$ cat config.mk
export PLATFORM = sky130hd
export DESIGN_NAME = sample_sync_gpio
export DESIGN_NICKNAME = d
export VERILOG_FILES = /design/src/core/sync_pkg.sv /design/src/core/pin_edge_if.sv /design/src/core/sample_sync_gpio.sv /design/src/core/pin_edge_finder.sv
export SDC_FILE = /design/constraint.sdc
export NUM_CORES = 1
export LEC_CHECK = 0
export ABC_AREA = 1
export BUFFER_PORTS_ARGS = -buffer_cell sky130_fd_sc_hd__buf_2
export CAP_MARGIN = 10
export CORE_UTILIZATION = 43
export DETAILED_ROUTE_END_ITERATION = 16
export PLACE_DENSITY = 0.84
export REMOVE_ABC_BUFFERS = 1
export SYNTH_ARGS = -nofsm -noshare
export SYNTH_HDL_FRONTEND = slang
export SYNTH_SLANG_ARGS = --single-unit
$ cat constraint.sdc
create_clock -name mclk_i -period 1.6 [get_ports mclk_i]
set_clock_uncertainty 0.15 [all_clocks]
set_input_delay 0.08 -clock mclk_i [delete_from_list [all_inputs] [get_ports mclk_i]]
set_output_delay 0.08 -clock mclk_i [all_outputs]
set_load 0.02 [all_outputs]
$ cat src/core/sync_pkg.sv
/*
 * Constants for the sample and exposure sync logic of the two
 * general-purpose pins: function-select codes, slot codes, reset values.
 * Assumes it is compiled before every other file of the block.
 */
package sync_pkg;
    // ==========================================================
    // function-select codes
    localparam logic [3:0] FSEL_SLAVE_EXP  = 4'h6;
    localparam logic [3:0] FSEL_MASTER_EXP = 4'h8;
    localparam logic [3:0] FSEL_FORCE_SYNC = 4'h9;
    localparam logic [3:0] FSEL_SINGLE_SAMPLE_TRIGGER   = 4'hA;
    // ==========================================================
    // exposure slot codes that select a muxed led
    localparam int         SLOT_COUNT      = 6;
    localparam int         CODE_W          = 4;
    localparam logic [3:0] CODE_LED_FOUR   = 4'hA;
    localparam logic [3:0] CODE_LED_FIVE   = 4'hB;
    localparam logic [3:0] CODE_LED_SIX    = 4'hC;
    // ==========================================================
    // pin positions and reset values
    localparam int         PIN_ONE         = 0;
    localparam int         PIN_TWO         = 1;
    localparam logic       RST_PULSE       = 1'b0;
    localparam logic       RST_PIN_OUT     = 1'b1;
    localparam logic       RST_OE_N        = 1'b1;
    localparam logic [1:0] RST_SYNC        = 2'h0;
    // edges after reset until the sync chain holds the pin level
    localparam logic [1:0] SYNC_FILL       = 2'h3;
    // ==========================================================
    // single_sample_trigger sequence states, gray from idle through power to run
    typedef enum logic [1:0] {
        SHOT_IDLE  = 2'b00,
        SHOT_POWER = 2'b01,
        SHOT_RUN   = 2'b11
    } shot_state_t;
endpackage

$ cat src/core/pin_edge_if.sv
/*
 * Carrier for synchronised pin events between the edge finder and the
 * sync controller. Assumes both ends share mclk_i.
 */
`timescale 1ns/10ps
interface pin_edge_if;
    logic [1:0] rise;
    logic [1:0] fall;
    modport src (output rise, output fall);
    modport dst (input  rise, input  fall);
endinterface

$ cat src/core/sample_sync_gpio.sv
/*
 * Sample and exposure sync controller for the two general-purpose pins.
 * Picks the timing source, the start and abort events for the sample
 * sequencer and the drive of both pins from the function select.
 * Assumes the sequencer reports exposure activity, the current slot
 * code, power-up completion and the fifo push on mclk_i.
 */
`timescale 1ns/10ps
module sample_sync_gpio (
    input  wire logic        mclk_i,
    input  wire logic        rstn_i,
    input  wire logic [3:0]  func_sel_i,
    input  wire logic [23:0] exposure_slot_code_i,
    input  wire logic [3:0]  active_slot_code_i,
    input  wire logic        exposure_active_i,
    input  wire logic        internal_tick_i,
    input  wire logic        internal_start_i,
    input  wire logic        powerup_done_i,
    input  wire logic        fifo_push_i,
    input  wire logic        sync_pin_one_i,
    input  wire logic        sync_pin_two_i,
    output logic             timing_tick_o,
    output logic             sample_start_o,
    output logic             sample_abort_o,
    output logic             powerup_start_o,
    output logic             sync_pin_one_o,
    output logic             sync_pin_one_oe_n_o,
    output logic             sync_pin_two_o,
    output logic             sync_pin_two_oe_n_o
);
    // ==========================================================
    // pin events
    pin_edge_if edges ();

    pin_edge_finder u_edges (
        .mclk_i (mclk_i),
        .rstn_i (rstn_i),
        .pin_i  ({sync_pin_two_i, sync_pin_one_i}),
        .edges  (edges)
    );

    // decoded pin edges and slot decode results
    logic                     one_rise;
    logic                     one_fall;
    logic                     two_rise;
    logic [sync_pkg::SLOT_COUNT-1:0] slot_muxed;
    logic                     any_muxed;
    logic                     code_muxed;

    // the edges that the modes listen to
    assign one_rise = edges.rise[sync_pkg::PIN_ONE];
    assign one_fall = edges.fall[sync_pkg::PIN_ONE];
    assign two_rise = edges.rise[sync_pkg::PIN_TWO];

    // ==========================================================
    // slot codes that ask for the external led mux
    genvar s;
    generate
        for (s = 0; s < sync_pkg::SLOT_COUNT; s++) begin : g_slot
            logic [3:0] code;
            assign code = exposure_slot_code_i[s*sync_pkg::CODE_W +:
                                               sync_pkg::CODE_W];
            assign slot_muxed[s] = (code == sync_pkg::CODE_LED_FOUR) ||
                                   (code == sync_pkg::CODE_LED_FIVE) ||
                                   (code == sync_pkg::CODE_LED_SIX);
        end
    endgenerate

    assign any_muxed  = |slot_muxed;
    // exposure of led four, five or six under way
    assign code_muxed = exposure_active_i &&
                        ((active_slot_code_i == sync_pkg::CODE_LED_FOUR) ||
                         (active_slot_code_i == sync_pkg::CODE_LED_FIVE) ||
                         (active_slot_code_i == sync_pkg::CODE_LED_SIX));

    // ==========================================================
    // timing source selected by the function select
    always_ff @(posedge mclk_i or negedge rstn_i) begin
        if (!rstn_i) begin
            timing_tick_o <= sync_pkg::RST_PULSE;
        end else begin
            unique case (func_sel_i)
                sync_pkg::FSEL_SLAVE_EXP:  timing_tick_o <= one_rise;
                sync_pkg::FSEL_MASTER_EXP: timing_tick_o <= two_rise;
                sync_pkg::FSEL_FORCE_SYNC: timing_tick_o <= two_rise;
                sync_pkg::FSEL_SINGLE_SAMPLE_TRIGGER: begin
                    timing_tick_o <= internal_tick_i;
                end
                default:                   timing_tick_o <= internal_tick_i;
            endcase
        end
    end

    // ==========================================================
    // forced resync: abort now, restart on the next pin two edge
    logic resync_pend_ff;

    // pending flag: set by an abort, cleared by the restart edge
    always_ff @(posedge mclk_i or negedge rstn_i) begin
        if (!rstn_i) begin
            resync_pend_ff <= sync_pkg::RST_PULSE;
        end else if (func_sel_i != sync_pkg::FSEL_FORCE_SYNC) begin
            resync_pend_ff <= 1'b0;
        end else if (one_rise) begin
            resync_pend_ff <= 1'b1; // new abort wins over the restart
        end else if (two_rise) begin
            resync_pend_ff <= 1'b0;
        end
    end

    // ==========================================================
    // single_sample_trigger sequence: power-up, one sample, then idle
    sync_pkg::shot_state_t shot_ff;
    sync_pkg::shot_state_t nxt_shot;

    // next state of the single_sample_trigger sequence
    always_comb begin
        nxt_shot = shot_ff;
        if (func_sel_i != sync_pkg::FSEL_SINGLE_SAMPLE_TRIGGER) begin
            nxt_shot = sync_pkg::SHOT_IDLE;
        end else begin
            unique case (shot_ff)
                sync_pkg::SHOT_IDLE: begin
                    if (one_fall) begin
                        nxt_shot = sync_pkg::SHOT_POWER;
                    end
                end
                sync_pkg::SHOT_POWER: begin
                    if (powerup_done_i) begin
                        nxt_shot = sync_pkg::SHOT_RUN;
                    end
                end
                sync_pkg::SHOT_RUN: begin
                    if (fifo_push_i) begin
                        nxt_shot = sync_pkg::SHOT_IDLE;
                    end
                end
                default: nxt_shot = sync_pkg::SHOT_IDLE;
            endcase
        end
    end

    // single_sample_trigger state register
    always_ff @(posedge mclk_i or negedge rstn_i) begin
        if (!rstn_i) begin
            shot_ff <= sync_pkg::SHOT_IDLE;
        end else begin
            shot_ff <= nxt_shot;
        end
    end

    // ==========================================================
    // start, abort and power-up pulses to the sequencer
    always_ff @(posedge mclk_i or negedge rstn_i) begin
        if (!rstn_i) begin
            sample_start_o  <= sync_pkg::RST_PULSE;
            sample_abort_o  <= sync_pkg::RST_PULSE;
            powerup_start_o <= sync_pkg::RST_PULSE;
        end else begin
            sample_abort_o  <= 1'b0;
            powerup_start_o <= 1'b0;
            unique case (func_sel_i)
                sync_pkg::FSEL_SLAVE_EXP: begin
                    sample_start_o <= one_rise;
                end
                sync_pkg::FSEL_FORCE_SYNC: begin
                    sample_abort_o <= one_rise;
                    sample_start_o <= two_rise && resync_pend_ff &&
                                      !one_rise;
                end
                sync_pkg::FSEL_SINGLE_SAMPLE_TRIGGER: begin
                    powerup_start_o <= (shot_ff == sync_pkg::SHOT_IDLE) &&
                                       one_fall;
                    sample_start_o  <= (shot_ff == sync_pkg::SHOT_POWER) &&
                                       powerup_done_i;
                end
                default: begin
                    sample_start_o <= internal_start_i;
                end
            endcase
        end
    end

    // ==========================================================
    // pin one drive: master exposure output only in 1000
    always_ff @(posedge mclk_i or negedge rstn_i) begin
        if (!rstn_i) begin
            sync_pin_one_o      <= sync_pkg::RST_PULSE;
            sync_pin_one_oe_n_o <= sync_pkg::RST_OE_N;
        end else if (func_sel_i == sync_pkg::FSEL_MASTER_EXP) begin
            sync_pin_one_o      <= exposure_active_i;
            sync_pin_one_oe_n_o <= 1'b0;
        end else begin
            sync_pin_one_o      <= 1'b0;
            sync_pin_one_oe_n_o <= 1'b1; // input in every other mode
        end
    end

    // ==========================================================
    // pin two drive: led mux control or float
    always_ff @(posedge mclk_i or negedge rstn_i) begin
        if (!rstn_i) begin
            sync_pin_two_o      <= sync_pkg::RST_PIN_OUT;
            sync_pin_two_oe_n_o <= sync_pkg::RST_OE_N;
        end else begin
            unique case (func_sel_i)
                sync_pkg::FSEL_SLAVE_EXP: begin
                    sync_pin_two_o      <= !code_muxed;
                    sync_pin_two_oe_n_o <= !any_muxed;
                end
                sync_pkg::FSEL_SINGLE_SAMPLE_TRIGGER: begin
                    sync_pin_two_o      <= !code_muxed;
                    sync_pin_two_oe_n_o <= !any_muxed;
                end
                default: begin
                    sync_pin_two_o      <= 1'b1;
                    sync_pin_two_oe_n_o <= 1'b1; // clock input or unused
                end
            endcase
        end
    end
endmodule

$ cat src/core/pin_edge_finder.sv
/*
 * Two-flop synchronisers and edge finders for both sync pins.
 * Assumes the pins are asynchronous to mclk_i and slower than it.
 */
`timescale 1ns/10ps
module pin_edge_finder (
    input  wire logic       mclk_i,
    input  wire logic       rstn_i,
    input  wire logic [1:0] pin_i,
    pin_edge_if.src         edges
);
    // ==========================================================
    // hold edges off until both sync stages and the history stage
    // carry the real pin level, so a pin idling high after reset
    // gives no false edge
    logic [1:0] fill_ff;
    logic       armed;

    always_ff @(posedge mclk_i or negedge rstn_i) begin
        if (!rstn_i) begin
            fill_ff <= sync_pkg::RST_SYNC;
        end else if (fill_ff != sync_pkg::SYNC_FILL) begin
            fill_ff <= fill_ff + 2'h1;
        end
    end

    assign armed = (fill_ff == sync_pkg::SYNC_FILL);

    // ==========================================================
    // per pin: two sync stages, one history stage
    genvar g;
    generate
        for (g = 0; g < 2; g++) begin : g_pin
            logic meta_ff;
            logic sync_ff;
            logic last_ff;
            // first stage is read only by the second
            always_ff @(posedge mclk_i or negedge rstn_i) begin
                if (!rstn_i) begin
                    meta_ff <= 1'b0;
                    sync_ff <= 1'b0;
                    last_ff <= 1'b0;
                end else begin
                    meta_ff <= pin_i[g];
                    sync_ff <= meta_ff;
                    last_ff <= sync_ff;
                end
            end
            // one pulse per settled edge
            assign edges.rise[g] = armed & sync_ff & ~last_ff;
            assign edges.fall[g] = armed & ~sync_ff & last_ff;
        end
    endgenerate
endmodule

==> reports/qor.yml <==
flow_run:
  drv_cap: 0
pwr:
  p_per_area_nw_per_um2: 633
  leakagePower_nw: 0.806
  ir_worst_vdd_mv: 0.458
grt:
  first_global_vias: 1065
  grt.overflow.total: 0
  grt_busiest_layer: "met2"
  antenna_found_initial: 0
  grt_max_degree: 20
  grtUsageMet1_pct: 23.7
  grt_pass1_wl_um: 4170
  grt_util_all_layers_pct: 23.2
  use_met2_pct: 45.5
  met3_usage_pct: 3.14
timing:
  slew_headroom_pct: 73.7
  timing.fmax_mhz: 650
  finalCriticalPeriod_ns: 1.54
  finalHoldViolCount: 0
  tns_ns: 0
  period_share_pct: 96.2
  hold_slack_ns: 0.0161
  setup_violations: 0
  final_max_slew_viol_count: 0
  rsz0062_at_grt: "no"
  max_slew.worst_pin.slew_ns: 0.395
yosys:
  ys_seq_elements: 19
  async_flop_share_pct: 100
  ys.flop_type: "dfrtp_1"
  syn_inst: 114
  syn_area_per_cell_um2: 8.12
  synth_top_cells_by_count: "31 x nand2_1, 16 x dfrtp_1, 14 x inv_1, 12 x nor2_1, 11 x nand3_1"
  yosys.area.top_type: "dfrtp_1"
  seq_area_frac_synth_pct: 51.8
  yosys_warnings: 0
  synth_area_leaders: "dfrtp_1 43%, nand2_1 13%, dfstp_2 8.5%, nand3_1 5.9%, inv_1 5.7%"
  synth.distinct_cells: 22
  synth_area_um2: 926
  synth_edf_count: 0
  synth_top_area_share_pct: 43.2
  synth.most_common_cell: "nand2_1"
floorplan:
  initial_utilization_pct: 46.3
  core_um2: 2000
  row_count: 16
  die_x_um: 48.4
  die_y_um: 48.4
  die_area_um2: 2340
  ios: 49
clocking:
  cts-resized-gates: 0
  worstSkewPairLatency_ns: 0.29
  cts_buffers: 3
  cts.sinks: 19
  clk_pin_slew_worst_paths_ns: 0.10
  postCtsSetupRepairBufs: 0
  tritoncts: "built"
  root_buffer: "clkbuf_4"
  htreeDepth: 1
  cts_buffer_depth: 2
placement:
  hpwl_um: 1490
  routabilityCongestion: 0.806
  io_buffers: 48
critical_path:
  arrival_ns: 1.63
  required_ns: 1.69
  crit_type: "in2reg"
  r2r-start: "u_edges.fill_ff[0]"
  ff2ff_setup_slack_ns: 0.27
  cp-start-kind: "primary input"
  cp-end-kind: "flop"
  r2r_cells: 7
  r2r-end: "sample_start_o"
  crit_path_max_fanout: 4
detailed_routing:
  wl_um: 2290
  drc: 0
  vias_per_cell: 4.76
  drtPass1Iterations: 4
  drt-wirelength-per-cell_um: 10.5
  drt_iter0_drc: 10
  postRouteAntennaNets: 0
  vias: 1037
min_path:
  hold_path.class: "in2reg"
  worstHoldStart: "func_sel_i[3]"
  min_to: "sample_abort_o"
  min_path_cells: 5
finish:
  utilization_pct: 73.8
  area_delta_synth_final_pct: 59.6
  layout-drive-gt1-share_pct: 35.6
  fillCellCount: 168
  nNetsFinal: 234
  n_antenna_cell: 0
status:
  status: "completed"
-- final cells by class --
type,count,area (um2),area share (%)
multi-input cells,78,380,25.7
well taps,27,33.8,2.29
clock inverters,1,5.00,0.339
inverters,17,66.3,4.49
repair buffers,73,490,33.2
flip-flops and latches,19,479,32.4
clock buffers,3,22.5,1.52
-- registers in the layout (all words and copies together), names as in the netlist, 2 cells and up --
register               count
shot_ff                    2
u_edges.fill_ff            2
u_edges.g_pin.last_ff      2
u_edges.g_pin.meta_ff      2
u_edges.g_pin.sync_ff      2
-- worst max-delay path, stage by stage --
cell and delay (ns):
dlygate4sd3_1 0.53, buf_2 0.15, or2_4 0.25, nor2_2 0.07
dlygate4sd3_1 0.54
-- through the flow --
step | instances | power [W] | instance area, um2 | setup WS [ns]
2_1_floorplan | 114 | 0.000576 | 926 | 0.354
3_3_place_gp | 189 | 0.000648 | 1200 | 0.325
3_5_place_dp | 189 | 0.000655 | 1200 | 0.284
6_report | 218 | 0.000935 | 1480 | 0.0609
5_1_grt | 218 | 0.000994 | 1480 | 0.00832
4_1_cts | 218 | 0.000940 | 1480 | 0.0819
-- report_power, final --
part	total, W	leakage (nW)	internal [W]	switching, W
combinational	0.000196	0.562	0.000107	0.0000897
clock	0.000235	0.0177	0.0000931	0.000142
sequential	0.000503	0.227	0.000497	0.00000603
total	0.000935	0.806	0.000697	0.000238
-- what timing repair did --
item / CTS / global route
hold endpoints to repair: 31 / 0
hold buffers: 25 / 0
setup endpoints to repair: 0 / 0
-- cell usage in the layout (no fill, tap or decap), types with 3 or more instances in the layout --
master | Yosys | routed
dfrtp_1 | 16 | 16
nand3_1 | 11 | 11
nand2_2 | 3 | 3
nor2_2 | 3 | 3
dlygate4sd3_1 | 0 | 25
nand2_1 | 31 | 31
inv_1 | 14 | 14
nand4_1 | 3 | 3
buf_2 | 0 | 48
o21ai_0 | 4 | 4
nor2_1 | 12 | 12
dfstp_2 | 3 | 3
clkbuf_4 | 0 | 3
-- worst max path at each step --
stage                        startpoint             endpoint  cells after the start
3_5_place_dp         u_edges.fill_ff[0]       sample_start_o                      7
5_1_grt        exposure_slot_code_i[15]  sync_pin_two_oe_n_o                      8
3_3_place_gp         u_edges.fill_ff[0]       sample_start_o                      7
4_1_cts                   func_sel_i[0]       sync_pin_one_o                      5
2_1_floorplan        u_edges.fill_ff[0]       sample_start_o                      7
6_report                  func_sel_i[0]       sync_pin_one_o                      5
-- cell families after synthesis --
group | Yosys count | share of synthesized area, %
and+or+nand+nor | 68 | 34.3
DFF | 19 | 51.8
buffers and inverters | 17 | 7.16
AOI/OAI and AO/OA | 8 | 4.46
xor gates and xnor gates | 1 | 0.946
adders and majority gates | 1 | 1.35
-- per-layer routing --
layer / vias to the layer above / share of wire, %
li1: 513 / -
met1: 473 / 36
met2: 45 / 56
met3: 6 / 5.7
met4: 0 / 2.2
met5: - / 0
No activity file was read; power rests on OpenSTA's default activity.
